`config.mk`:
```
export PLATFORM = sky130hd
export DESIGN_NAME = lcd_scan_and_display_memory_port
export DESIGN_NICKNAME = d
export VERILOG_FILES = /design/src/lcd_scan_pkg.sv /design/src/byte_fifo.sv /design/src/lcd_scan_and_display_memory_port.sv
export SDC_FILE = /design/constraint.sdc
export NUM_CORES = 1
export LEC_CHECK = 0
export BUFFER_PORTS_ARGS = -buffer_cell sky130_fd_sc_hd__clkbuf_2
export CAP_MARGIN = 25
export CORE_ASPECT_RATIO = 1.2
export CORE_MARGIN = 5
export CORE_UTILIZATION = 60
export CTS_BUF_LIST = sky130_fd_sc_hd__clkbuf_16
export CTS_CLUSTER_DIAMETER = 50
export DETAILED_ROUTE_END_ITERATION = 8
export MAX_ROUTING_LAYER = met4
export PLACE_DENSITY = 0.82
export SETUP_SLACK_MARGIN = 0.3
export SYNTH_ARGS = -nofsm -noshare
export SYNTH_HDL_FRONTEND = slang
export SYNTH_SLANG_ARGS = --single-unit
```
`constraint.sdc`:
```
create_clock -name mclk -period 5.5 [get_ports mclk]
set_clock_uncertainty 0.1 [all_clocks]
set_input_delay 0.55 -clock mclk [delete_from_list [all_inputs] [get_ports mclk]]
set_output_delay 0.55 -clock mclk [all_outputs]
set_load 0.03 [all_outputs]
```
`src/lcd_scan_pkg.sv`:
```
/*
 * Shared constants and types for the LCD scan and display memory port.
 * Assumes a 100 MHz system clock; all pin timing is counted in its cycles.
 */
package lcd_scan_pkg;

    localparam int CLK_PERIOD_NS = 10;
    localparam int ADDR_W = 16;
    localparam int DATA_W = 8;
    localparam int NIB_W = 4;
    localparam int FIFO_DEPTH = 8;
    localparam int CHAIN_PULSES = 16;

    // Least strobe width on the memory port, rounded up to cycles
    localparam int STROBE_NS = 40;
    localparam int STROBE_CYCLES = (STROBE_NS + CLK_PERIOD_NS - 1) /
        CLK_PERIOD_NS;
    // Least half period of the column shift clock
    localparam int COLUMN_SHIFT_CLK_HALF_NS = 20;
    localparam int COLUMN_SHIFT_CLK_HALF_CYCLES = (COLUMN_SHIFT_CLK_HALF_NS + CLK_PERIOD_NS - 1) /
        CLK_PERIOD_NS;
    // Least width of the line latch pulse
    localparam int LATCH_NS = 60;
    localparam int LATCH_CYCLES = (LATCH_NS + CLK_PERIOD_NS - 1) /
        CLK_PERIOD_NS;

    localparam logic [3:0] STROBE_LAST = 4'(STROBE_CYCLES - 1);
    localparam logic [3:0] COLUMN_SHIFT_CLK_HALF_LAST = 4'(COLUMN_SHIFT_CLK_HALF_CYCLES - 1);
    localparam logic [3:0] LATCH_LAST = 4'(LATCH_CYCLES - 1);
    localparam logic [3:0] CHAIN_LAST = 4'(CHAIN_PULSES - 1);

    localparam logic [15:0] FETCH_ADDR_RESET = 16'h0000;
    localparam logic ROW_DISABLE_RESET = 1'h1;
    localparam logic STROBE_IDLE = 1'h1;

    typedef struct packed {
        logic [ADDR_W-1:0] addr;
        logic [DATA_W-1:0] data;
    } mem_wr_req_t;

    typedef enum logic [1:0] {
        MEM_IDLE = 2'b00,
        MEM_READ = 2'b01,
        MEM_WRITE = 2'b10
    } mem_state_t;

    typedef enum logic [2:0] {
        SC_FETCH = 3'b000,
        SC_RISE = 3'b001,
        SC_HIGH = 3'b010,
        SC_LOW = 3'b011,
        SC_LATCH = 3'b100,
        SC_SLEEP = 3'b101
    } scan_state_t;

endpackage : lcd_scan_pkg

```
`src/byte_fifo.sv`:
```
/*
 * Synchronous FIFO with valid/ready on both sides.
 * Assumes one clock and a synchronous active-low reset.
 */
`timescale 1ns/1ps
module byte_fifo #(
    parameter int WIDTH = 8,
    parameter int DEPTH = 8
) (
    input wire logic mclk,
    input wire logic rst_b,
    input wire logic in_valid,
    output logic in_ready,
    input wire logic [WIDTH-1:0] in_data,
    output logic out_valid,
    input wire logic out_ready,
    output logic [WIDTH-1:0] out_data
);
    localparam int AW = (DEPTH > 1) ? $clog2(DEPTH) : 1;
    localparam logic [AW:0] FULL_COUNT = (AW + 1)'(DEPTH);
    localparam logic [AW-1:0] LAST_SLOT = AW'(DEPTH - 1);

    logic [WIDTH-1:0] mem [DEPTH];
    logic [AW-1:0] wr_ptr_reg;
    logic [AW-1:0] rd_ptr_reg;
    logic [AW:0] count_reg;
    logic push;
    logic pop;

    assign in_ready = (count_reg != FULL_COUNT);
    assign out_valid = (count_reg != '0);
    assign out_data = mem[rd_ptr_reg];
    assign push = in_valid && in_ready;
    assign pop = out_valid && out_ready;

    always_ff @(posedge mclk) begin
        if (push) begin
            mem[wr_ptr_reg] <= in_data;
        end
    end

    always_ff @(posedge mclk) begin
        if (!rst_b) begin
            wr_ptr_reg <= '0;
            rd_ptr_reg <= '0;
        end else begin
            if (push) begin
                wr_ptr_reg <= (wr_ptr_reg == LAST_SLOT) ? '0 :
                    wr_ptr_reg + AW'(1);
            end
            if (pop) begin
                rd_ptr_reg <= (rd_ptr_reg == LAST_SLOT) ? '0 :
                    rd_ptr_reg + AW'(1);
            end
        end
    end

    always_ff @(posedge mclk) begin
        if (!rst_b) begin
            count_reg <= '0;
        end else if (push && !pop) begin
            count_reg <= count_reg + (AW + 1)'(1);
        end else if (pop && !push) begin
            count_reg <= count_reg - (AW + 1)'(1);
        end
    end

endmodule : byte_fifo

```
`src/lcd_scan_and_display_memory_port.sv`:
```
/*
 * Display memory port and LCD column/row drive signal generator.
 * Assumes static memory and driver chips on the pins; same-clock commands.
 */
// Operation
// - 16-bit address; CG fetch low nibble is row
// - 8-bit bidirectional tri-state memory data bus
// - Data bus driven only while a strobe low
// - Active-low memory write strobe output
// - Active-low memory read strobe output
// - Active-low select; high puts memory in standby
// - Column data leaves four bits at a time
// - Nibble stable across column clock falling edge
// - Column clock halts from latch to next line
// - Chain clock falling edges advance enable cascade
// - Cascade moves to next chip every 16 pulses
// - Latch pulse loads column latches, shifts rows
// - Latch pulse falls exactly once per line
// - Waveform period picked from two by config
// - Row clock falling edge captures row data
// - Row data high during last line of frame
// - Power-down output high while drive active
// - Sleep drops power-down within two frames
`timescale 1ns/1ps
module lcd_scan_and_display_memory_port #(
    parameter int BYTES_PER_LINE = 40,
    parameter int LINES_PER_FRAME = 64,
    parameter int WF_LINES = 13,
    parameter int CHIP_SEL_W = 4
) (
    input wire logic mclk,
    input wire logic rst_b,
    input wire logic sleep_cmd,
    input wire logic wake_cmd,
    input wire logic wf_period_sel,
    input wire logic cg_fetch_mode,
    input wire logic wr_req_valid,
    output logic wr_req_ready,
    input wire lcd_scan_pkg::mem_wr_req_t wr_req,
    output logic [lcd_scan_pkg::ADDR_W-1:0] disp_mem_addr,
    input wire logic [lcd_scan_pkg::DATA_W-1:0] disp_mem_data_in,
    output logic [lcd_scan_pkg::DATA_W-1:0] disp_mem_data_out,
    output logic disp_mem_data_oe,
    output logic mem_write_n,
    output logic mem_read_n,
    output logic mem_standby_n,
    output logic [lcd_scan_pkg::NIB_W-1:0] column_data_nibble,
    output logic column_shift_clk,
    output logic chain_enable_clk,
    output logic [CHIP_SEL_W-1:0] chain_chip_index,
    output logic line_latch_pulse,
    output logic ac_drive_waveform,
    output logic row_shift_clk,
    output logic row_scan_data,
    output logic row_drive_disable
);
    import lcd_scan_pkg::*;
    localparam logic [15:0] LINE_BYTES_LAST = 16'(BYTES_PER_LINE - 1);
    localparam logic [15:0] LINE_NIBS_LAST = 16'(2 * BYTES_PER_LINE - 1);
    localparam logic [15:0] FRAME_LINES_LAST = 16'(LINES_PER_FRAME - 1);
    localparam logic [15:0] WF_LINES_LAST = 16'(WF_LINES - 1);
    mem_state_t mem_state_reg;
    logic [3:0] strobe_cnt_reg;
    logic [ADDR_W-1:0] fetch_addr_reg;
    logic [15:0] fetch_byte_reg;
    logic [15:0] fetch_line_reg;
    logic [DATA_W-1:0] rd_sync1_reg;
    logic [DATA_W-1:0] rd_sync2_reg;
    logic fifo_in_valid_reg;
    logic [DATA_W-1:0] fifo_in_data_reg;
    logic fifo_in_ready;
    logic fifo_out_valid;
    logic [DATA_W-1:0] fifo_out_data;
    scan_state_t scan_state_reg;
    logic [3:0] phase_cnt_reg;
    logic [DATA_W-1:0] byte_reg;
    logic nib_hi_reg;
    logic [15:0] nib_idx_reg;
    logic [15:0] line_idx_reg;
    logic [15:0] wf_line_cnt_reg;
    logic [3:0] chain_cnt_reg;
    logic sleep_pend_reg;
    logic frame_end;
    assign frame_end = (line_idx_reg == FRAME_LINES_LAST);
    // Pixel bytes wait here so fetch and scan run at their own pace
    byte_fifo #(.WIDTH(DATA_W), .DEPTH(FIFO_DEPTH)) u_fifo (
        .mclk(mclk),
        .rst_b(rst_b),
        .in_valid(fifo_in_valid_reg),
        .in_ready(fifo_in_ready),
        .in_data(fifo_in_data_reg),
        .out_valid(fifo_out_valid),
        .out_ready(scan_state_reg == SC_FETCH),
        .out_data(fifo_out_data)
    );
    // Read data passes two flops before use
    always_ff @(posedge mclk) begin
        rd_sync1_reg <= disp_mem_data_in;
        rd_sync2_reg <= rd_sync1_reg;
    end
    // Memory cycle sequencer; host writes win over display fetch
    always_ff @(posedge mclk) begin
        if (!rst_b) begin
            mem_state_reg <= MEM_IDLE;
            wr_req_ready <= 1'b1;
            strobe_cnt_reg <= '0;
            disp_mem_addr <= FETCH_ADDR_RESET;
            disp_mem_data_out <= '0;
            disp_mem_data_oe <= 1'b0;
            mem_write_n <= STROBE_IDLE;
            mem_read_n <= STROBE_IDLE;
            mem_standby_n <= STROBE_IDLE;
            fifo_in_valid_reg <= 1'b0;
            fifo_in_data_reg <= '0;
        end else begin
            fifo_in_valid_reg <= 1'b0;
            wr_req_ready <= 1'b0;
            case (mem_state_reg)
                MEM_IDLE: begin
                    strobe_cnt_reg <= STROBE_LAST;
                    wr_req_ready <= fifo_in_valid_reg ||
                        !(wr_req_valid || fifo_in_ready);
                    if (wr_req_valid && !fifo_in_valid_reg) begin
                        mem_state_reg <= MEM_WRITE;
                        disp_mem_addr <= wr_req.addr;
                        disp_mem_data_out <= wr_req.data;
                        mem_write_n <= 1'b0;
                        mem_standby_n <= 1'b0;
                        disp_mem_data_oe <= 1'b1;
                    end else if (fifo_in_ready && !fifo_in_valid_reg) begin
                        mem_state_reg <= MEM_READ;
                        mem_read_n <= 1'b0;
                        mem_standby_n <= 1'b0;
                        disp_mem_addr <= cg_fetch_mode ?
                            {fetch_addr_reg[11:0], fetch_line_reg[3:0]} :
                            fetch_addr_reg;
                    end
                end
                MEM_WRITE: begin
                    if (strobe_cnt_reg == '0) begin
                        mem_state_reg <= MEM_IDLE;
                        mem_write_n <= STROBE_IDLE;
                        wr_req_ready <= 1'b1;
                        mem_standby_n <= STROBE_IDLE;
                        disp_mem_data_oe <= 1'b0;
                    end else begin
                        strobe_cnt_reg <= strobe_cnt_reg - 4'h1;
                    end
                end
                MEM_READ: begin
                    // Sync delay is covered because the strobe spans it
                    if (strobe_cnt_reg == '0) begin
                        mem_state_reg <= MEM_IDLE;
                        mem_read_n <= STROBE_IDLE;
                        mem_standby_n <= STROBE_IDLE;
                        fifo_in_valid_reg <= 1'b1;
                        fifo_in_data_reg <= rd_sync2_reg;
                    end else begin
                        strobe_cnt_reg <= strobe_cnt_reg - 4'h1;
                    end
                end
                default: mem_state_reg <= MEM_IDLE;
            endcase
        end
    end
    // Fetch address and line tracking, wraps at frame end
    always_ff @(posedge mclk) begin
        if (!rst_b) begin
            fetch_addr_reg <= FETCH_ADDR_RESET;
            fetch_byte_reg <= '0;
            fetch_line_reg <= '0;
        end else if (mem_state_reg == MEM_READ && strobe_cnt_reg == '0) begin
            fetch_addr_reg <= fetch_addr_reg + 16'h1;
            fetch_byte_reg <= fetch_byte_reg + 16'h1;
            if (fetch_byte_reg == LINE_BYTES_LAST) begin
                fetch_byte_reg <= '0;
                fetch_line_reg <= fetch_line_reg + 16'h1;
                if (fetch_line_reg == FRAME_LINES_LAST) begin
                    fetch_line_reg <= '0;
                    fetch_addr_reg <= FETCH_ADDR_RESET;
                end
            end
        end
    end
    // Column scan sequencer
    always_ff @(posedge mclk) begin
        if (!rst_b) begin
            scan_state_reg <= SC_FETCH;
            phase_cnt_reg <= '0;
            byte_reg <= '0;
            nib_hi_reg <= 1'b1;
            nib_idx_reg <= '0;
            column_data_nibble <= '0;
            column_shift_clk <= 1'b0;
            chain_enable_clk <= 1'b0;
            line_latch_pulse <= 1'b0;
            row_shift_clk <= 1'b0;
            row_drive_disable <= ROW_DISABLE_RESET;
        end else begin
            case (scan_state_reg)
                SC_FETCH: begin
                    if (fifo_out_valid) begin
                        byte_reg <= fifo_out_data;
                        nib_hi_reg <= 1'b1;
                        scan_state_reg <= SC_RISE;
                    end
                end
                SC_RISE: begin
                    // nibble on rising edge, four bits
                    column_shift_clk <= 1'b1;
                    chain_enable_clk <= 1'b1;
                    column_data_nibble <= nib_hi_reg ? byte_reg[7:4] :
                        byte_reg[3:0];
                    phase_cnt_reg <= COLUMN_SHIFT_CLK_HALF_LAST;
                    scan_state_reg <= SC_HIGH;
                end
                SC_HIGH: begin
                    if (phase_cnt_reg == '0) begin
                        column_shift_clk <= 1'b0;
                        chain_enable_clk <= 1'b0;
                        phase_cnt_reg <= COLUMN_SHIFT_CLK_HALF_LAST;
                        scan_state_reg <= SC_LOW;
                    end else begin
                        phase_cnt_reg <= phase_cnt_reg - 4'h1;
                    end
                end
                SC_LOW: begin
                    if (phase_cnt_reg != '0) begin
                        phase_cnt_reg <= phase_cnt_reg - 4'h1;
                    end else if (nib_idx_reg == LINE_NIBS_LAST) begin
                        // latch pulse doubles as row clock
                        line_latch_pulse <= 1'b1;
                        row_shift_clk <= 1'b1;
                        nib_idx_reg <= '0;
                        phase_cnt_reg <= LATCH_LAST;
                        scan_state_reg <= SC_LATCH;
                    end else begin
                        nib_idx_reg <= nib_idx_reg + 16'h1;
                        nib_hi_reg <= 1'b0;
                        scan_state_reg <= nib_hi_reg ? SC_RISE : SC_FETCH;
                    end
                end
                SC_LATCH: begin
                    if (phase_cnt_reg == '0) begin
                        // one falling edge per line, row capture
                        line_latch_pulse <= 1'b0;
                        row_shift_clk <= 1'b0;
                        if (frame_end && sleep_pend_reg) begin
                            row_drive_disable <= 1'b0;
                            scan_state_reg <= SC_SLEEP;
                        end else begin
                            scan_state_reg <= SC_FETCH;
                        end
                    end else begin
                        phase_cnt_reg <= phase_cnt_reg - 4'h1;
                    end
                end
                SC_SLEEP: begin
                    if (wake_cmd) begin
                        row_drive_disable <= 1'b1;
                        scan_state_reg <= SC_FETCH;
                    end
                end
                default: scan_state_reg <= SC_FETCH;
            endcase
        end
    end

    // Sleep request is sticky; a new request beats the clear
    always_ff @(posedge mclk) begin
        if (!rst_b) begin
            sleep_pend_reg <= 1'b0;
        end else if (sleep_cmd) begin
            sleep_pend_reg <= 1'b1;
        end else if (scan_state_reg == SC_SLEEP) begin
            sleep_pend_reg <= 1'b0;
        end
    end

    // next chip every 16 chain pulses
    always_ff @(posedge mclk) begin
        if (!rst_b) begin
            chain_cnt_reg <= '0;
            chain_chip_index <= '0;
        end else if (scan_state_reg == SC_LATCH) begin
            chain_cnt_reg <= '0;
            chain_chip_index <= '0;
        end else if (scan_state_reg == SC_HIGH && phase_cnt_reg == '0) begin
            chain_cnt_reg <= chain_cnt_reg + 4'h1;
            if (chain_cnt_reg == CHAIN_LAST) begin
                chain_chip_index <= chain_chip_index + CHIP_SEL_W'(1);
            end
        end
    end

    // Line count, row data and AC waveform update as each latch ends
    always_ff @(posedge mclk) begin
        if (!rst_b) begin
            line_idx_reg <= '0;
            wf_line_cnt_reg <= '0;
            row_scan_data <= (LINES_PER_FRAME == 1);
            ac_drive_waveform <= 1'b0;
        end else if (scan_state_reg == SC_LATCH && phase_cnt_reg == '0) begin
            line_idx_reg <= frame_end ? '0 : line_idx_reg + 16'h1;
            row_scan_data <= frame_end ? (LINES_PER_FRAME == 1) :
                (line_idx_reg + 16'h1 == FRAME_LINES_LAST);
            if (wf_period_sel) begin
                if (wf_line_cnt_reg == WF_LINES_LAST) begin
                    wf_line_cnt_reg <= '0;
                    ac_drive_waveform <= ~ac_drive_waveform;
                end else begin
                    wf_line_cnt_reg <= wf_line_cnt_reg + 16'h1;
                end
            end else begin
                wf_line_cnt_reg <= '0;
                if (frame_end) begin
                    ac_drive_waveform <= ~ac_drive_waveform;
                end
            end
        end
    end

endmodule : lcd_scan_and_display_memory_port

```
==> impl_metrics.json <==
{
  "outcome": "completed",
  "cts_max_path_buffers": 3,
  "drc_errors": 0,
  "tns_ns": 0,
  "grt_max_degree": 44,
  "synthesis.nets": 1258,
  "die_width_um": 137,
  "antenna_violations_before_repair": 0,
  "grt_setup_unrepaired": "no",
  "totalWireLength_um": 24300,
  "yosys_warnings": 0,
  "core_box_area_mm2": 0.0189,
  "ys_seq_area_share_pct": 51.3,
  "drt_iter0_drc": 723,
  "cts_repair_resize_count": 0,
  "synth_compound_area_share_pct": 10.5,
  "worstHoldPathType": "primary input to flop",
  "global_route_wire_length_before_repair_um": 40100,
  "hold_path_depth": 1,
  "max_slew_margin_pct": 33.0,
  "grt_use_total_pct": 22.4,
  "worst_path_largest_cell_delay_ns": 0.57,
  "yosys.area.top_type": "sky130_fd_sc_hd__dfxtp_1",
  "worst_ep_required_time_ns": 5.86,
  "finalSetupViolCount": 0,
  "globalRouteOverflowTotal": 0,
  "placement.io_buffers": 82,
  "critPathKind": "flop to flop",
  "synth-seq-cells": 264,
  "clk-insertion-delay-late_ns": 0.53,
  "post_synth_num_cell_types": 62,
  "layout.cells.non_filler": 1533,
  "timing.critical_path.slowest_stage_cell": "sky130_fd_sc_hd__and2_1",
  "synth_top_area_share_pct": 34.7,
  "largest_register_ffs": 64,
  "worstRegToRegCells": 11,
  "drv_cap": 0,
  "drt_first_pass_iters": 7,
  "design.die.area_mm2": 0.0221,
  "timing.hold.ws_ns": 0.0271,
  "detailedPlacementHpwl_um": 16100,
  "first_global_vias": 8378,
  "synth_ff_type": "sky130_fd_sc_hd__dfxtp_1",
  "clock_tree_from_tritoncts": "yes",
  "layout_common_cells": "sky130_fd_sc_hd__dfxtp_1, sky130_fd_sc_hd__nand2_1, sky130_fd_sc_hd__nor2_1, sky130_fd_sc_hd__a21oi_1, sky130_fd_sc_hd__clkbuf_2",
  "crit_path_cell_trace": "nor3_1 > and2_1 > inv_1 > ha_1 > inv_1 > ha_1 > a21o_1 > a21oi_1 > xnor2_1 > or3_1 > a21oi_1",
  "final_hold_viol_count": 0,
  "start_util_pct": 61.0,
  "global_route.peak_usage_layer": "met2",
  "drt.antenna.violating_nets": 0,
  "ys_async_sr_fraction_pct": 0,
  "clk_transition_reported_paths_ns": 0.07,
  "number_of_buffers_inserted_by_hold_repair_at_cts": 0,
  "detail_route.wl_per_cell_um": 15.8,
  "place_congestion": 0.879,
  "htree_levels": 1,
  "numClockSinks": 264,
  "fmax_mhz": 311,
  "gr-usage-met2_pct": 39.3,
  "synth.avg_cell_area_um2": 9.67,
  "met1_usage_pct": 26.3,
  "registers.top_by_ff_count": "u_fifo.mem",
  "synthCells": 1194,
  "synth-adder-area-share_pct": 2.78,
  "syn_area_mm2": 0.0115,
  "p_per_area_mw_per_mm2": 405,
  "global_route.usage.met3_pct": 2.57,
  "cts_made_buffers": 26,
  "synth_edf_count": 64,
  "data_arrival_time_of_the_critical_path_ns": 3.57,
  "std_cell_rows": 55,
  "leakage_nw": 4.73,
  "synth_top_cells_by_area": "sky130_fd_sc_hd__dfxtp_1, sky130_fd_sc_hd__edfxtp_1, sky130_fd_sc_hd__nand2_1",
  "worst_ir_drop_on_vdd_mv": 0.260,
  "placed_cells_incl_taps": 1483,
  "vias": 8863,
  "clock-root-buffer": "sky130_fd_sc_hd__clkbuf_16",
  "min_period_over_period_pct": 58.4,
  "relative_area_change_from_synthesis_to_final_layout_pct": 12.8,
  "max_slew_violations": 0,
  "synth_simple_gate_area_share_pct": 20.9,
  "design.portCount": 83,
  "finalWorstPathRequiredPeriod_ns": 3.21,
  "layout.cells.most_common": "sky130_fd_sc_hd__dfxtp_1",
  "worstPathMaxFanout": 19,
  "worstSetupEndpointType": "flop",
  "dominant_combinational_cell_family_by_area_after_synthesis": "simple AND/OR/NAND/NOR gates",
  "num-nets-final": 1324,
  "diodes": 0,
  "tightestPinTransition_ns": 0.992,
  "vias_per_std_cell": 5.78,
  "die_height_um": 162,
  "nFillCells": 1415,
  "post_synth_xor_area_fraction_pct": 5.46,
  "timing.critical_path.from_type": "flop",
  "post_route_cells_drive_above_1_share_pct": 12.8,
  "post-cts-setup-buffer-count": 0,
  "synth.area.mux_share_pct": 5.98
}
cell usage after synthesis (3+ instances only):
master,count
sky130_fd_sc_hd__xor2_1,31
sky130_fd_sc_hd__dfxtp_1,200
sky130_fd_sc_hd__clkbuf_1,49
sky130_fd_sc_hd__nor2b_1,4
sky130_fd_sc_hd__nand4_1,22
sky130_fd_sc_hd__xnor2_1,41
sky130_fd_sc_hd__inv_1,31
sky130_fd_sc_hd__or3_1,21
sky130_fd_sc_hd__o31ai_1,4
sky130_fd_sc_hd__and2_1,6
sky130_fd_sc_hd__a31oi_1,5
sky130_fd_sc_hd__ha_1,24
sky130_fd_sc_hd__nor4_1,25
sky130_fd_sc_hd__and3_1,13
sky130_fd_sc_hd__nor3b_1,6
sky130_fd_sc_hd__mux4_2,16
sky130_fd_sc_hd__buf_1,7
sky130_fd_sc_hd__o21ai_0,30
sky130_fd_sc_hd__nand3b_1,5
sky130_fd_sc_hd__nor4b_1,5
sky130_fd_sc_hd__edfxtp_1,64
sky130_fd_sc_hd__nand2_1,143
sky130_fd_sc_hd__a211oi_1,15
sky130_fd_sc_hd__o211ai_1,20
sky130_fd_sc_hd__o22ai_1,3
sky130_fd_sc_hd__o21a_1,4
sky130_fd_sc_hd__nor3_1,30
sky130_fd_sc_hd__or2_2,4
sky130_fd_sc_hd__nor2_1,124
sky130_fd_sc_hd__mux2i_1,33
sky130_fd_sc_hd__a21oi_1,95
sky130_fd_sc_hd__or4_1,11
sky130_fd_sc_hd__and4_1,9
sky130_fd_sc_hd__a21o_1,9
sky130_fd_sc_hd__nand2b_1,8
sky130_fd_sc_hd__o21ai_1,5
sky130_fd_sc_hd__nand3_1,42
metrics by stage:
step / power, mW / instance area [µm²] / setup slack, ns / utilization [%]
after floorplan: 3.23 / 11500 / 2.65 / -
after global placement: 3.48 / 12100 / 2.41 / 63.8
after detailed placement: 3.53 / 12100 / 2.39 / 64.1
after CTS: 5.29 / 13000 / 2.34 / 68.5
after global routing: 5.54 / 13000 / 2.04 / 68.8
final: 5.28 / 13000 / 2.29 / 68.8
cell type report:
cell class	instances	area, µm²	area share [%]
Sequential cell	264	5930	45.5
Multi-Input combinational cell	838	5270	40.4
Clock buffer	27	676	5.19
Timing Repair Buffer	98	561	4.30
Tap cell	256	320	2.46
Clock inverter	18	158	1.21
Inverter	32	120	0.922
power breakdown:
part / switching, mW / internal [mW]
clock network: 0.716 / 1.02
logic: 0.747 / 0.452
registers: 0.177 / 2.17
worst max-delay path: cells and delay by family (launching register included):
| family | cells | cell delay, ns |
|---|---|---|
| and+or+nand+nor | 3 | 1.11 |
| adders and majority gates | 2 | 0.53 |
| AOI/OAI and AO/OA | 3 | 0.49 |
| DFF | 1 | 0.48 |
| buffers and inverters | 2 | 0.35 |
| xor gates and xnor gates | 1 | 0.09 |
logic make-up after synthesis:
logic type / Yosys count
simple gates: 488
flops: 264
compound gates: 204
buf+inv: 92
xor+xnor: 72
mux: 49
fa+ha+maj: 25
routing by layer:
layer  routed length (µm)  part of all wire, %  vias to the layer above
met5                    0                    0                        -
met4                  807                  3.3                        0
met3                 1020                  4.2                       73
met2                12600                   52                      240
met1                 9890                   41                     4152
li1                     -                    -                     4398
final timing paths:
path                            start                   to  slack, ns
setup / recovery    scan_state_reg[0]  u_fifo.count_reg[3]       2.29
hold / removal    disp_mem_data_in[0]      rd_sync1_reg[0]       0.03
setup reg to reg    scan_state_reg[0]  u_fifo.count_reg[3]       2.29
hold reg to reg       rd_sync1_reg[6]      rd_sync2_reg[6]       0.23
Note: power is estimated with default switching activity, not from simulation.
